--- src/wmi_pkg.sv ---
// wmi_pkg: operand codes, opcodes, operand limits and step sizes for the
// word move / inverted / indirect execution unit.
// assumes: included before wmi_word_move in compile order.
`default_nettype none

package wmi_pkg;

    ////////////////////////////////////////////////////////////////////////////
    // operand type codes
    localparam logic [2:0] OPT_INPUT    = 3'h0;
    localparam logic [2:0] OPT_OUTPUT   = 3'h1;
    localparam logic [2:0] OPT_RELAY    = 3'h2;
    localparam logic [2:0] OPT_TIMER    = 3'h3;
    localparam logic [2:0] OPT_COUNTER  = 3'h4;
    localparam logic [2:0] OPT_SHIFTREG = 3'h5;
    localparam logic [2:0] OPT_DATAREG  = 3'h6;
    localparam logic [2:0] OPT_CONST    = 3'h7;

    ////////////////////////////////////////////////////////////////////////////
    // instruction codes
    localparam logic [1:0] OP_MOVE_INVERTED          = 2'h0;
    localparam logic [1:0] OP_INDIRECT_MOVE          = 2'h1;
    localparam logic [1:0] OP_INDIRECT_MOVE_INVERTED = 2'h2;
    localparam logic [1:0] OP_MOVE                   = 2'h3;

    ////////////////////////////////////////////////////////////////////////////
    // highest valid operand number per type
    localparam logic [16:0] MAX_INPUT     = 17'h00023; // 35
    localparam logic [16:0] MAX_OUTPUT    = 17'h0001f; // 31
    localparam logic [16:0] MAX_RELAY_SRC = 17'h0013d; // 317
    localparam logic [16:0] MAX_RELAY_DST = 17'h0011f; // 287
    localparam logic [16:0] MAX_TIMCNT    = 17'h0001f; // 31
    localparam logic [16:0] MAX_SHIFTREG  = 17'h0003f; // 63
    localparam logic [16:0] MAX_DATAREG   = 17'h00063; // 99

    ////////////////////////////////////////////////////////////////////////////
    // word geometry
    localparam logic [15:0] PRESET_MAX    = 16'h270f;  // 9999
    localparam int          BIT_STEP_LOG2 = 4;         // 16 points per word
    localparam logic [4:0]  REPEAT_MAX    = 5'h1f;     // 31

endpackage : wmi_pkg

`default_nettype wire

--- src/wmi_word_move.sv ---
// wmi_word_move: move, move_inverted, indirect_move, indirect_move_inverted on operand memory.
// assumes: memory answers a read in the o_RD_EN cycle and takes a write in the o_WR_EN cycle.
`default_nettype none

module wmi_word_move (
    input  wire logic        I_CORE_CLK,
    input  wire logic        I_SRST,
    input  wire logic        I_CE,
    input  wire logic        i_EXEC,
    input  wire logic        i_COND,
    input  wire logic [1:0]  i_OPCODE,
    input  wire logic [2:0]  i_SRC_TYPE,
    input  wire logic [8:0]  i_SRC_NUM,
    input  wire logic [15:0] i_SRC_CONST,
    input  wire logic        i_SRC_OFF_EN,
    input  wire logic [2:0]  i_SRC_OFF_TYPE,
    input  wire logic [8:0]  i_SRC_OFF_NUM,
    input  wire logic [2:0]  i_DST_TYPE,
    input  wire logic [8:0]  i_DST_NUM,
    input  wire logic        i_DST_OFF_EN,
    input  wire logic [2:0]  i_DST_OFF_TYPE,
    input  wire logic [8:0]  i_DST_OFF_NUM,
    input  wire logic [4:0]  i_REPEAT_COUNT,
    input  wire logic        i_SRC_REP_EN,
    input  wire logic        i_DST_REP_EN,
    input  wire logic        i_ERR_CLEAR,
    input  wire logic [15:0] i_RD_DATA,
    output var  logic        o_RD_EN,
    output var  logic [2:0]  o_RD_TYPE,
    output var  logic [8:0]  o_RD_NUM,
    output var  logic        o_WR_EN,
    output var  logic [2:0]  o_WR_TYPE,
    output var  logic [8:0]  o_WR_NUM,
    output var  logic [15:0] o_WR_DATA,
    output var  logic        o_BUSY,
    output var  logic        o_DONE,
    output var  logic        o_EXEC_ERROR_RELAY,
    output var  logic        o_ERROR_INDICATOR
);
    ////////////////////////////////////////////////////////////////////////////
    // helpers
    function automatic logic is_bit_type(input logic [2:0] t);
        is_bit_type = (t == wmi_pkg::OPT_INPUT) || (t == wmi_pkg::OPT_OUTPUT) ||
                      (t == wmi_pkg::OPT_RELAY) || (t == wmi_pkg::OPT_SHIFTREG);
    endfunction : is_bit_type

    // number valid for the type; destinations exclude inputs and special relays
    function automatic logic num_ok(input logic [2:0] t, input logic [16:0] n,
                                    input logic dst);
        unique case (t)
            wmi_pkg::OPT_INPUT:    num_ok = !dst && (n <= wmi_pkg::MAX_INPUT);
            wmi_pkg::OPT_OUTPUT:   num_ok = n <= wmi_pkg::MAX_OUTPUT;
            wmi_pkg::OPT_RELAY:    num_ok = n <= (dst ? wmi_pkg::MAX_RELAY_DST
                                                      : wmi_pkg::MAX_RELAY_SRC);
            wmi_pkg::OPT_TIMER,
            wmi_pkg::OPT_COUNTER:  num_ok = n <= wmi_pkg::MAX_TIMCNT;
            wmi_pkg::OPT_SHIFTREG: num_ok = n <= wmi_pkg::MAX_SHIFTREG;
            wmi_pkg::OPT_DATAREG:  num_ok = n <= wmi_pkg::MAX_DATAREG;
            wmi_pkg::OPT_CONST:    num_ok = 1'b0;
        endcase
    endfunction : num_ok

    // repeat displacement: 16 points for bit operands, one word otherwise
    function automatic logic [16:0] rep_step(input logic [2:0] t, input logic [4:0] i,
                                             input logic en);
        logic [16:0] w;
        w = {12'h000, i};
        if (!en)
            rep_step = 17'h00000;
        else if (is_bit_type(t))
            rep_step = w << wmi_pkg::BIT_STEP_LOG2;
        else
            rep_step = w;
    endfunction : rep_step

    ////////////////////////////////////////////////////////////////////////////
    // state
    typedef enum logic [2:0] {
        ST_IDLE,
        ST_SOFF,
        ST_DOFF,
        ST_ADDR,
        ST_SRC
    } wmi_state_t;

    wmi_state_t  state_reg;
    logic [1:0]  op_reg;
    logic [2:0]  src_type_reg;
    logic [8:0]  src_num_reg;
    logic [15:0] const_reg;
    logic [2:0]  dst_type_reg;
    logic [8:0]  dst_num_reg;
    logic        doff_en_reg;
    logic [2:0]  doff_type_reg;
    logic [8:0]  doff_num_reg;
    logic [15:0] soff_val_reg;
    logic [15:0] doff_val_reg;
    logic [4:0]  cycles_reg;
    logic [4:0]  iter_reg;
    logic        src_rep_reg;
    logic        dst_rep_reg;

    ////////////////////////////////////////////////////////////////////////////
    // decode
    wire logic        start_ok   = I_CE && i_EXEC && i_COND && (state_reg == ST_IDLE);
    wire logic        start_ind  = (i_OPCODE == wmi_pkg::OP_INDIRECT_MOVE) ||
                                   (i_OPCODE == wmi_pkg::OP_INDIRECT_MOVE_INVERTED);
    wire logic        indirect   = (op_reg == wmi_pkg::OP_INDIRECT_MOVE) ||
                                   (op_reg == wmi_pkg::OP_INDIRECT_MOVE_INVERTED);
    wire logic        invert     = (op_reg == wmi_pkg::OP_MOVE_INVERTED) ||
                                   (op_reg == wmi_pkg::OP_INDIRECT_MOVE_INVERTED);
    wire logic [4:0]  cycles_in  = ((i_SRC_REP_EN || i_DST_REP_EN) && (i_REPEAT_COUNT != 5'h00))
                                   ? i_REPEAT_COUNT : 5'h01;
    wire logic        last_cycle = (iter_reg + 5'h01) >= cycles_reg;
    // resolved numbers: base plus offset (zero when omitted) plus repeat step
    wire logic [16:0] src_res = {8'h00, src_num_reg} + {1'b0, soff_val_reg} +
                                rep_step(src_type_reg, iter_reg, src_rep_reg);
    wire logic [16:0] dst_res = {8'h00, dst_num_reg} + {1'b0, doff_val_reg} +
                                rep_step(dst_type_reg, iter_reg, dst_rep_reg);
    // base type fixes the operand class; constant source only for direct move
    wire logic        src_is_const = (src_type_reg == wmi_pkg::OPT_CONST);
    wire logic        range_err    = indirect &&
                                     (!num_ok(src_type_reg, src_res, 1'b0) ||
                                      !num_ok(dst_type_reg, dst_res, 1'b1));
    // word to store: bit packing arrives with lowest point in bit 0
    wire logic [15:0] src_word = src_is_const ? const_reg : i_RD_DATA;
    wire logic [15:0] inv_word = invert ? ~src_word : src_word;
    wire logic        dst_tc   = (dst_type_reg == wmi_pkg::OPT_TIMER) ||
                                 (dst_type_reg == wmi_pkg::OPT_COUNTER);
    wire logic [15:0] out_word = (dst_tc && (inv_word > wmi_pkg::PRESET_MAX))
                                 ? wmi_pkg::PRESET_MAX : inv_word;
    wire logic        do_write = (state_reg == ST_SRC) ||
                                 ((state_reg == ST_ADDR) && src_is_const && !range_err);
    wire logic        err_set  = (state_reg == ST_ADDR) && range_err;

    ////////////////////////////////////////////////////////////////////////////
    // sequencer
    always_ff @(posedge I_CORE_CLK)
    begin
        if (I_SRST)
        begin
            // operand latches load on every start; only control state is reset
            state_reg     <= ST_IDLE;
            o_RD_EN       <= 1'b0;
            o_RD_TYPE     <= wmi_pkg::OPT_DATAREG;
            o_RD_NUM      <= 9'h000;
            o_WR_EN       <= 1'b0;
            o_WR_TYPE     <= wmi_pkg::OPT_DATAREG;
            o_WR_NUM      <= 9'h000;
            o_WR_DATA     <= 16'h0000;
            o_BUSY        <= 1'b0;
            o_DONE        <= 1'b0;
        end
        else if (I_CE)
        begin
            o_RD_EN <= 1'b0;
            o_WR_EN <= 1'b0;
            o_DONE  <= 1'b0;
            unique case (state_reg)
                ST_IDLE:
                begin
                    // condition off: nothing is latched or written
                    if (start_ok)
                    begin
                        op_reg        <= i_OPCODE;
                        src_type_reg  <= i_SRC_TYPE;
                        src_num_reg   <= i_SRC_NUM;
                        const_reg     <= i_SRC_CONST;
                        dst_type_reg  <= i_DST_TYPE;
                        dst_num_reg   <= i_DST_NUM;
                        doff_en_reg   <= start_ind && i_DST_OFF_EN;
                        doff_type_reg <= i_DST_OFF_TYPE;
                        doff_num_reg  <= i_DST_OFF_NUM;
                        soff_val_reg  <= 16'h0000;
                        doff_val_reg  <= 16'h0000;
                        cycles_reg    <= cycles_in;
                        src_rep_reg   <= i_SRC_REP_EN;
                        dst_rep_reg   <= i_DST_REP_EN;
                        iter_reg      <= 5'h00;
                        o_BUSY        <= 1'b1;
                        // offsets themselves never repeat and read current values
                        if (start_ind && i_SRC_OFF_EN)
                        begin
                            o_RD_EN   <= 1'b1;
                            o_RD_TYPE <= i_SRC_OFF_TYPE;
                            o_RD_NUM  <= i_SRC_OFF_NUM;
                            state_reg <= ST_SOFF;
                        end
                        else if (start_ind && i_DST_OFF_EN)
                        begin
                            o_RD_EN   <= 1'b1;
                            o_RD_TYPE <= i_DST_OFF_TYPE;
                            o_RD_NUM  <= i_DST_OFF_NUM;
                            state_reg <= ST_DOFF;
                        end
                        else
                            state_reg <= ST_ADDR;
                    end
                end
                ST_SOFF:
                begin
                    soff_val_reg <= i_RD_DATA;
                    if (doff_en_reg)
                    begin
                        o_RD_EN   <= 1'b1;
                        o_RD_TYPE <= doff_type_reg;
                        o_RD_NUM  <= doff_num_reg;
                        state_reg <= ST_DOFF;
                    end
                    else
                        state_reg <= ST_ADDR;
                end
                ST_DOFF:
                begin
                    doff_val_reg <= i_RD_DATA;
                    state_reg    <= ST_ADDR;
                end
                ST_ADDR:
                begin
                    if (range_err)
                    begin
                        o_BUSY    <= 1'b0;
                        o_DONE    <= 1'b1;
                        state_reg <= ST_IDLE;
                    end
                    else if (!src_is_const)
                    begin
                        // timer/counter sources read as current value
                        o_RD_EN   <= 1'b1;
                        o_RD_TYPE <= src_type_reg;
                        o_RD_NUM  <= src_res[8:0];
                        state_reg <= ST_SRC;
                    end
                end
                ST_SRC:
                begin
                end
            endcase
            if (do_write)
            begin
                o_WR_EN   <= 1'b1;
                o_WR_TYPE <= dst_type_reg;
                o_WR_NUM  <= dst_res[8:0];
                o_WR_DATA <= out_word;
                iter_reg  <= iter_reg + 5'h01;
                if (last_cycle)
                begin
                    o_BUSY    <= 1'b0;
                    o_DONE    <= 1'b1;
                    state_reg <= ST_IDLE;
                end
                else
                    state_reg <= ST_ADDR;
            end
        end
    end

    ////////////////////////////////////////////////////////////////////////////
    // sticky error flags; a new error wins over a clear in the same cycle

    always_ff @(posedge I_CORE_CLK)
    begin
        if (I_SRST)
        begin
            o_EXEC_ERROR_RELAY <= 1'b0;
            o_ERROR_INDICATOR  <= 1'b0;
        end
        else if (I_CE)
        begin
            if (err_set)
            begin
                o_EXEC_ERROR_RELAY <= 1'b1;
                o_ERROR_INDICATOR  <= 1'b1;
            end
            else if (i_ERR_CLEAR)
            begin
                o_EXEC_ERROR_RELAY <= 1'b0;
                o_ERROR_INDICATOR  <= 1'b0;
            end
        end
    end

endmodule : wmi_word_move

`default_nettype wire

--- config.mk ---
export PLATFORM = sky130hd
export DESIGN_NAME = wmi_word_move
export DESIGN_NICKNAME = d
export VERILOG_FILES = /design/src/wmi_pkg.sv /design/src/wmi_word_move.sv
export SDC_FILE = /design/constraint.sdc
export NUM_CORES = 1
export LEC_CHECK = 0
export ABC_CLOCK_PERIOD_IN_PS = 7550
export BUFFER_PORTS_ARGS = -buffer_cell sky130_fd_sc_hd__buf_2
export CORE_MARGIN = 5
export CORE_UTILIZATION = 45
export DETAILED_ROUTE_END_ITERATION = 8
export GPL_TIMING_DRIVEN = 0
export PLACE_DENSITY = 0.67
export SLEW_MARGIN = 25
export SYNTH_ARGS = -nofsm -noshare
export SYNTH_HDL_FRONTEND = slang
export SYNTH_SLANG_ARGS = --single-unit
--- constraint.sdc ---
create_clock -name I_CORE_CLK -period 7.55 [get_ports I_CORE_CLK]
set_input_delay 0.755 -clock I_CORE_CLK [delete_from_list [all_inputs] [get_ports I_CORE_CLK]]
set_output_delay 0.755 -clock I_CORE_CLK [all_outputs]
set_load 0.03 [all_outputs]
# ---- After elaboration in Yosys (flattened, before gate mapping)
# Cells that the tools add are included.
dict set report classes {
  reduce_logical 50
  n_addsub 5
  n_lt_le_gt_ge 11
  mux 57
  eq_ne 29
  bitwise_logic 2
}
# op n
set op_table {}
lappend op_table {{2-to-1 mux 9 bit} 9}
lappend op_table {{2-to-1 mux 16 bit} 4}
lappend op_table {{case mux 16 bit (2 select lines)} 2}
lappend op_table {{<= comparator 17 x 6 -> 1 bit, second input constant} 3}
lappend op_table {{adder 17 bit} 2}
lappend op_table {{adder 9 x 16 -> 17 bit} 2}
lappend op_table {{<= comparator 17 x 5 -> 1 bit, second input constant} 2}
lappend op_table {{<= comparator 17 x 7 -> 1 bit, second input constant} 2}
lappend op_table {{<= comparator 17 x 9 -> 1 bit, second input constant} 2}
lappend op_table {{2-to-1 mux 3 bit} 10}
lappend op_table {{== test 3 bit, second input constant} 9}
lappend op_table {{case mux 9 bit (3 select lines)} 1}
lappend op_table {{AND reduction 4 bit} 5}
lappend op_table {{2-to-1 mux 1 bit} 19}
lappend op_table {{== test 3 x 2 -> 1 bit, second input constant} 6}
lappend op_table {{2-to-1 mux 17 bit} 1}
lappend op_table {{> comparator 16 x 14 -> 1 bit, second input constant} 1}
lappend op_table {{inverter 16 bit} 1}
lappend op_table {{2-to-1 mux 5 bit} 3}
lappend op_table {{logical OR 1 bit} 13}
lappend op_table {{case mux 3 bit (4 select lines)} 1}
lappend op_table {{logical AND 1 bit} 11}
lappend op_table {{nonzero test 2 bit} 5}
lappend op_table {{nonzero test 5 bit} 2}
lappend op_table {{24 further kinds} 38}
dict set report totals {
  output_inout_bits 46
  ff_bits 147
  word_cells 180
}

# ---- Logic depth before layout (Yosys ltp)
# Gate-level depths: netlist of run 1.
dict set report logic_depth {
  ltp_word 17
  ltp_mapped 20
  ltp_nobuf 18
}

# ---- Least setup slack after synthesis of run 1
# No wires, ideal clock.
dict set report synth_timing {
  kind {input to register}
  from {input I_CE}
  to {register const_reg[0] (enable)}
  slack_ns 3.023
  path_buffers 1
  setup_ns 0.482
  cell_stages 5
  arrival_ns 4.044
  cell_sequence {clkbuf_1 > nand2b_1 > nor3_1 > nand3_1 > nor2_1}
}
dict set report synth_via {
  elab_chain_len 4
}
# item line
set synth_lines {}
lappend synth_lines {{from (decl)} wmi_word_move.sv:8} ;# input wire logic I_CE,
lappend synth_lines {{logical AND 1 bit (3 in a row)} wmi_word_move.sv:105} ;# wire logic start_ok = I_CE && i_EXEC && i_COND && (state_reg == ST_IDLE);
lappend synth_lines {{AND reduction 4 bit (no source line) *} n/a}
lappend synth_lines {{to (signal assigned)} wmi_word_move.sv:168} ;# const_reg <= i_SRC_CONST;
lappend synth_lines {{to (decl)} wmi_word_move.sv:90} ;# logic [15:0] const_reg;
# Every way passes the cells marked *; elsewhere a longest branch is shown, timed or not.
# A chain may end at the register's enable or synchronous reset.

# ---- Worst setup path in the final report of run 1
dict set report layout_timing {
  from {register dst_type_reg[2]}
  to {register o_RD_TYPE[1]}
}
dict set report layout_via {
  elab_chain_len 14
}
# item line
set layout_lines {}
lappend layout_lines {{from (decl)} wmi_word_move.sv:91} ;# logic [2:0] dst_type_reg;
lappend layout_lines {{from (signal assigned)} wmi_word_move.sv:169} ;# dst_type_reg <= i_DST_TYPE;
lappend layout_lines {{== test 3 x 1 -> 1 bit or zero test 3 bit (tied branches)} {wmi_word_move.sv:43, wmi_word_move.sv:50}}
lappend layout_lines {{logical OR 1 bit (2 in a row)} wmi_word_move.sv:43} ;# is_bit_type = (t == wmi_pkg::OPT_INPUT) || (t == wmi_pkg::OPT_OUTPUT) ||
lappend layout_lines {{logical OR 1 bit} wmi_word_move.sv:44} ;# (t == wmi_pkg::OPT_RELAY) || (t == wmi_pkg::OPT_SHIFTREG);
lappend layout_lines {{2-to-1 mux 9 bit} wmi_word_move.sv:70} ;# else if (is_bit_type(t))
lappend layout_lines {{2-to-1 mux 9 bit} wmi_word_move.sv:68} ;# if (!en)
lappend layout_lines {{adder 17 bit} wmi_word_move.sv:118} ;# wire logic [16:0] dst_res = {8'h00, dst_num_reg} + {1'b0, doff_val_reg} +
lappend layout_lines {{<= comparator 17 x 7 -> 1 bit, or another cell as far along} wmi_word_move.sv:58} ;# wmi_pkg::OPT_DATAREG: num_ok = n <= wmi_pkg::MAX_DATAREG;
lappend layout_lines {{case mux 1 bit (5 select lines) *} wmi_word_move.sv:50} ;# unique case (t)
lappend layout_lines {{zero test 1 bit *} wmi_word_move.sv:124} ;# !num_ok(dst_type_reg, dst_res, 1'b1));
lappend layout_lines {{logical OR 1 bit *} wmi_word_move.sv:123} ;# (!num_ok(src_type_reg, src_res, 1'b0) ||
lappend layout_lines {{logical AND 1 bit *} wmi_word_move.sv:122} ;# wire logic range_err = indirect &&
lappend layout_lines {{inequality test 2 bit (no source line) *} n/a}
lappend layout_lines {{AND reduction 7 bit (no source line) *} n/a}
lappend layout_lines {{to (signal assigned)} wmi_word_move.sv:145} ;# o_RD_TYPE <= wmi_pkg::OPT_DATAREG;
lappend layout_lines {{to (signal assigned)} wmi_word_move.sv:185} ;# o_RD_TYPE <= i_SRC_OFF_TYPE;
lappend layout_lines {{to (signal assigned)} wmi_word_move.sv:192} ;# o_RD_TYPE <= i_DST_OFF_TYPE;
lappend layout_lines {{to (decl)} wmi_word_move.sv:29} ;# output var logic [2:0] o_RD_TYPE,
# Marks and branches as above.

==> results of run 1 <==
-- Yosys cell counts, types with 3 or more instances --
cell       n
nor3_1    10
a22oi_1    9
a221oi_1   3
xor2_1    15
a21oi_1   43
nor3b_1    3
buf_2      6
nor2_1    53
ha_1      26
mux2_2     9
nand3b_1   3
inv_1     47
a21o_1     9
clkbuf_1  30
nor4_1     7
nand2b_1   8
nor2b_1   16
fa_1      20
nand3_1   19
o21ai_0   15
and2_1    42
o211ai_1  12
a211oi_1   7
or2_2      4
dfxtp_1   48
a31oi_1   13
and3_1     7
xnor2_1   17
edfxtp_1  99
a21boi_0   4
mux2i_1   33
nand2_1   79
or3_1      4
nand4_1    4
-- power breakdown --
group	internal (W)	leakage, nW	switching (W)
clock network	0.000439	0.276	0.000361
registers	0.000878	1.28	0.00000815
logic	0.0000939	2.49	0.000145
-- stage by stage --
stage / util / hold slack (ns) / std cells / setup slack (ns)
5_1_grt: 0.556 / 0.479 / 1166 / 2.12
4_1_cts: 0.555 / 0.459 / 1166 / 2.49
3_3_place_gp: 0.517 / 0.443 / 1127 / 1.37
2_1_floorplan: - / 0.543 / 762 / 3.02
3_5_place_dp: 0.524 / 0.450 / 1134 / 2.54
6_report: 0.556 / 0.457 / 1166 / 2.44
-- routing by layer --
layer / vias to the layer above / part of all wire
met2: 187 / 0.46
met5: - / 0
li1: 3042 / -
met4: 0 / 0.019
met1: 2883 / 0.45
met3: 28 / 0.063
-- cell families (layout without fill, tap and decap cells) --
family / count (synthesis) / in the layout
flip-flops: 147 / 147
multiplexers: 42 / 42
XOR/XNOR: 32 / 32
adder cells (fa/ha/maj): 46 / 46
buffers and inverters: 85 / 264
AND/OR/NAND/NOR: 264 / 264
AO/OA/AOI/OAI: 146 / 146
-- how the worst max path moves through the flow --
stage / slack [ns] / endpoint / from / depth (start not counted)
3_5_place_dp: 2.54 / o_RD_TYPE[1] / dst_type_reg[2] / 19
2_1_floorplan: 3.02 / const_reg[0] / I_CE / 5
6_report: 2.44 / o_RD_TYPE[1] / dst_type_reg[2] / 19
3_3_place_gp: 1.37 / dst_num_reg[0] / I_SRST / 5
5_1_grt: 2.12 / o_RD_TYPE[1] / src_type_reg[0] / 18
4_1_cts: 2.49 / o_RD_TYPE[1] / dst_type_reg[2] / 19
-- cell type report --
cell class / instances / area (µm²)
plain buffers: 38 / 161
flip-flops and latches: 147 / 3930
clock buffers: 18 / 439
multi-input cells: 530 / 3780
fillers: 1558 / 7740
well taps: 225 / 282
clock inverters: 14 / 115
repair buffers: 147 / 796
inverters: 47 / 176
-- placed cells by master, fill, tap and decap left out, types with 10 or more instances in the layout --
cell type and n:
dfxtp_1 48, o21ai_0 15, nor2b_1 16, nand2_1 79, mux2i_1 33, xnor2_1 17
clkbuf_1 30, nor3_1 10, a21oi_1 43, nor2_1 52, clkbuf_16 17, ha_1 26
nand3_1 19, xor2_1 15, o211ai_1 12, buf_2 150, edfxtp_1 99, fa_1 20
a31oi_1 13, and2_1 42, inv_1 47
-- worst register-to-register path, delay by kind of cell, from the launching register on --
| kind | cells | cell delay, ns |
|---|---|---|
| buf+inv | 3 | 0.49 |
| compound gates | 5 | 1.33 |
| fa+ha+maj | 3 | 1.05 |
| xor+xnor | 1 | 0.15 |
| mux | 2 | 0.56 |
| flops | 1 | 0.38 |
| simple gates | 5 | 0.99 |
==> out/qor.yml, run 1 <==
logic_synthesis:
  syn_area_um2: 8020
  synth_top_family_by_area: "simple AND/OR/NAND/NOR gates"
  synth_xor_area_frac: 0.0349
  synth-compound-area-share: 0.126
  synth_nets: 905
  synth_area_leaders: "edfxtp_1 37%, dfxtp_1 12%, fa_1 5.0%, mux2i_1 4.1%, ha_1 4.1%"
  synthSimpleGateAreaFrac: 0.162
  ys.flop_type: "edfxtp_1"
  ys_seq_elements: 147
  synth.avg_cell_area_um2: 10.5
  asyncSetResetFlopFracSynth: 0
  synthAdderAreaFrac: 0.0905
  yosys.area.top_type: "edfxtp_1"
  ys_warn_count: 0
  yosysTopAreaCellShare: 0.371
  seq_area_frac_synth: 0.490
  synth_cell_types: 67
  synth_edf_count: 99
  synth_mux_area_frac: 0.0538
  synthCells: 762
place:
  portBuffers: 140
  dpl_cell_area_um2: 9120
  dp_hpwl_um: 15400
  place_congestion: 0.860
finish:
  layout.nets: 1071
  drive_above_1_share: 0.225
  n_antenna_cell: 0
  areaGrowthSynthToFinish_pct: 20.6
  fin_area_um2: 9680
timing:
  max_freq_ghz: 0.196
  timing.setup.tns_ns: 0
  period_share: 0.676
  setup_viol_count_final: 0
  hold_viol: 0
  max-slew-margin-rel: 0.484
  fin_worst_skew_ns: 0.00971
  maxSlewViolCount: 0
  worst_slew_pin_slew_ns: 0.767
  rsz0062_at_grt: "false"
  timing.final.crit_period_ns: 5.11
global_route:
  grt_max_degree: 27
  grt.overflow.total: 0
  use_met3: 0.0536
  grt_util_met1: 0.270
  track_usage: 0.197
  busiest_layer: "met2"
  grt_pass1_wl_um: 31300
  grt_pass1_vias: 5997
  antenna_found_initial: 0
  gr-usage-met2: 0.308
setup_path:
  r2r-start: "dst_type_reg[2]"
  path_delay_family: "compound AO/OA/AOI/OAI gates"
  cp_num_buf_inv: 3
  rr_worst_depth: 19
  slowest_stage: "fa_1"
  required_ns: 7.85
  cp_data_arrival_time_ns: 5.41
  crit_fanout: 10
  cp-end-kind: "flip-flop"
  r2r_slack_ns: 2.44
  crit_chain: "clkbuf_1, mux2i_1, nor2b_1, and2_1, fa_1, ha_1, inv_1, fa_1, nand2b_1, a21oi_1, xor2_1, or3_1, nor3_1, a31oi_1, a2111o_1, o31ai_4, o21ai_2, buf_6, mux2i_1"
  crit_type: "reg -> reg"
  slowest_delay_ns: 0.49
  r2r-end: "o_RD_TYPE[1]"
  start_kind: "flip-flop"
drt:
  dr.pass1.iters: 6
  drtIter0Drc: 386
  ant_nets: 0
  drt_wl_total_um: 19900
  via_count: 6140
  wire_per_inst_um: 17.1
  drc: 0
  via_per_inst: 5.27
pwr:
  total_power_w: 0.00192
  p_per_area_nw_per_um2: 199
  p_leak_nw: 4.05
  ir_drop_uv: 178
cts:
  clk_path_buf_depth: 2
  post-cts-setup-buffers: 0
  htree_levels: 4
  ctsResizeCount: 0
  clock_sinks: 147
  cts_hold_buf: 0
  clk_latency_ns: 0.43
  cts_tree: "yes"
  cts-buffers-inserted: 17
  root_buffer: "clkbuf_16"
  path_clk_slew_ns: 0.07
floorplan:
  row_count: 48
  ioPinCount: 143
  fp.dieW_um: 144
  die_h_um: 144
  die-area_um2: 20600
  coreArea_um2: 17400
  start_util: 0.461
min_path:
  holdPathEnd: "o_RD_NUM[7]"
  worstHoldStart: "o_RD_NUM[7]"
  hp-class: "reg -> reg"
  hold-path-cell-count: 2
run_status:
  status: "completed"
run:
  drv_cap: 0
(Power assumes the default switching activity.)
==> run 2: changes to the inputs <==
--- a/config.mk
+++ b/config.mk
@@ -5,13 +5,14 @@
 export SDC_FILE = /design/constraint.sdc
 export NUM_CORES = 1
 export LEC_CHECK = 0
-export ABC_CLOCK_PERIOD_IN_PS = 7550
+export ABC_AREA = 1
+export ABC_CLOCK_PERIOD_IN_PS = 4800
 export BUFFER_PORTS_ARGS = -buffer_cell sky130_fd_sc_hd__buf_2
 export CORE_MARGIN = 5
 export CORE_UTILIZATION = 45
 export DETAILED_ROUTE_END_ITERATION = 8
 export GPL_TIMING_DRIVEN = 0
-export PLACE_DENSITY = 0.67
+export PLACE_DENSITY = 0.66
 export SLEW_MARGIN = 25
 export SYNTH_ARGS = -nofsm -noshare
 export SYNTH_HDL_FRONTEND = slang
==> constraint.sdc (replaced) <==
create_clock -name I_CORE_CLK -period 4.8 [get_ports I_CORE_CLK]
set_input_delay 0.48 -clock I_CORE_CLK [delete_from_list [all_inputs] [get_ports I_CORE_CLK]]
set_output_delay 0.48 -clock I_CORE_CLK [all_outputs]
set_load 0.03 [all_outputs]
==> run 2 against run 1 <==
First-iteration DRC count increased by 17%. Combinational power increased to 4.5 times the previous value. Clock-buffer cell count decreased by 1. Flip-flop and latch count unchanged. Fmax increased by 11%. Synthesized cell count increased by 43%. Register-to-register slack got worse by 2.2 ns. Sequential power increased by 73%. Critical path depth increased by 9. Final cell count increased by 33%. Clock skew increased by 0.0016 ns. Design area increased by 9.2%. Critical path type unchanged. Critical endpoint is now iter_reg[1]. Largest power group unchanged.
==> out/qor.yml, run 2 <==
pwr:
  p_leak_nw: 5.09
  total_power_w: 0.00389
  ir_drop_uv: 203
  p_per_area_nw_per_um2: 368
cts:
  htree_levels: 4
  clock_sinks: 147
  path_clk_slew_ns: 0.07
  cts_tree: "yes"
  cts-buffers-inserted: 17
  clk_latency_ns: 0.44
  root_buffer: "clkbuf_16"
  clk_path_buf_depth: 2
logic_synthesis:
  syn_area_um2: 8740
  seq_area_frac_synth: 0.450
  ys_warn_count: 0
  asyncSetResetFlopFracSynth: 0
  synth_cell_types: 44
  synth_area_leaders: "edfxtp_1 34%, nand2_1 11%, dfxtp_1 11%, inv_1 7.1%, nor2_1 5.3%"
  synth_edf_count: 99
  synth.avg_cell_area_um2: 8.01
  ys_seq_elements: 147
  yosys.area.top_type: "edfxtp_1"
  ys.flop_type: "edfxtp_1"
  yosysTopAreaCellShare: 0.340
  synthCells: 1091
  synth_most_common_cell: "nand2_1"
  synth_nets: 1234
  ys_top_cells_by_count: "266 x nand2_1, 166 x inv_1, 124 x nor2_1"
setup_path:
  slowest_delay_ns: 0.45
  crit_fanout: 10
  cp-end-kind: "flip-flop"
  slowest_stage: "edfxtp_1"
  crit_start: "dst_type_reg[0]"
  start_kind: "flip-flop"
  crit_top_cell: "nand2_1"
  crit_type: "reg -> reg"
  cp_data_arrival_time_ns: 4.73
  required_ns: 4.94
  r2r-start: "dst_type_reg[0]"
drt:
  drtIter0Drc: 451
  dr.pass1.iters: 6
  wire_per_inst_um: 15.6
  drc: 0
  ant_nets: 0
  drt_wl_total_um: 24100
  via_per_inst: 5.03
  via_count: 7777
finish:
  final_common_cell: "nand2_1"
  finalNonFillerCells: 1546
  fillCellCount: 1855
  layout.nets: 1411
  n_antenna_cell: 0
  drive_above_1_share: 0.180
  areaGrowthSynthToFinish_pct: 20.9
  layout_common_cells: "265 x nand2_1, 165 x inv_1, 147 x buf_2"
  fin_area_um2: 10600
timing:
  max_freq_ghz: 0.218
  setup_ws_ns: 0.208
  hold_viol: 0
  max-slew-margin-rel: 0.591
  maxSlewViolCount: 0
  timing.final.crit_period_ns: 4.59
  worst_slew_pin_slew_ns: 0.613
  period_share: 0.957
  setup_viol_count_final: 0
  fin_worst_skew_ns: 0.0113
global_route:
  grt_util_met1: 0.277
  grt_pass1_wl_um: 37600
  gr-usage-met2: 0.377
  track_usage: 0.218
  use_met3: 0.0441
  grt_max_degree: 17
  grt.overflow.total: 0
  antenna_found_initial: 0
  busiest_layer: "met2"
  grt_pass1_vias: 7396
floorplan:
  ioPinCount: 143
  fp.dieW_um: 149
  die-area_um2: 22300
  row_count: 51
  die_h_um: 149
  start_util: 0.454
  coreArea_um2: 19300
place:
  dpl_worst_slack_ns: -0.722
  dpl_cell_area_um2: 9880
  portBuffers: 141
  dp_hpwl_um: 19000
  place_congestion: 0.884
  dp.cells: 1505
min_path:
  worstHoldStart: "i_SRC_CONST[14]"
  hp-class: "in -> reg"
run:
  drv_cap: 0
run_status:
  status: "completed"
run 2: area by class of cell:
cell class	instances	area, µm²	share of cell area
multi-input combinational	748	4130	0.391
sequential	147	3930	0.372
timing repair buffer	158	853	0.0808
inverter	170	638	0.0604
clock buffer	17	425	0.0403
tap	265	332	0.0314
buffer	26	130	0.0123
clock inverter	15	126	0.0120
run 2: path summary, 6_finish.rpt:
kind | to | cells after the start | slack, ns
hold reg to reg | o_WR_DATA[10] | 2 | 0.46
setup reg to reg | iter_reg[1] | 28 | 0.21
setup / recovery | iter_reg[1] | 28 | 0.21
hold / removal | const_reg[14] | 1 | 0.21
run 2: where the power goes:
part           total (W)  switching [W]  internal [W]
combinational    0.00108       0.000724      0.000353
clock            0.00128       0.000602      0.000678
sequential       0.00153      0.0000621       0.00147
run 2: critical path: cells and delay by family (launching register included):
family | cells | cell delay, ns
AND/OR/NAND/NOR | 16 | 1.69
adder cells (fa/ha/maj) | 3 | 0.97
buffers and inverters | 7 | 0.81
flip-flops | 1 | 0.45
AO/OA/AOI/OAI | 2 | 0.37
run 2: logic make-up after synthesis:
family / synth area share
compound gates: 0.0898
xor+xnor: 0.0220
fa+ha+maj: 0.0830
buf+inv: 0.0875
flops: 0.450
simple gates: 0.268
run 2: layer usage:
metal	part of all wire	vias up
met5	0	-
met4	0.019	0
met3	0.057	29
met2	0.49	241
met1	0.43	3578
li1	-	3929
run 2: stage by stage:
| stage | TNS, ns | hold WS, ns | utilization |
|---|---|---|---|
| 2_1_floorplan | 0 | 0.519 | - |
| 3_3_place_gp | -37.15 | 0.455 | 0.508 |
| 3_5_place_dp | -20.46 | 0.453 | 0.513 |
| 4_1_cts | 0 | 0.198 | 0.543 |
| 5_1_grt | -0.173 | 0.195 | 0.548 |
| 6_report | 0 | 0.210 | 0.548 |
run 2: repair_timing:
item | in CTS | in global routing
hold endpoints to repair | 0 | 0
endpoints found under the setup margin | 56 | 53
buffers inserted | 1 | 8
hold buffers | 0 | 0
pin swaps | 0 | 3
resized for setup | 9 | 12
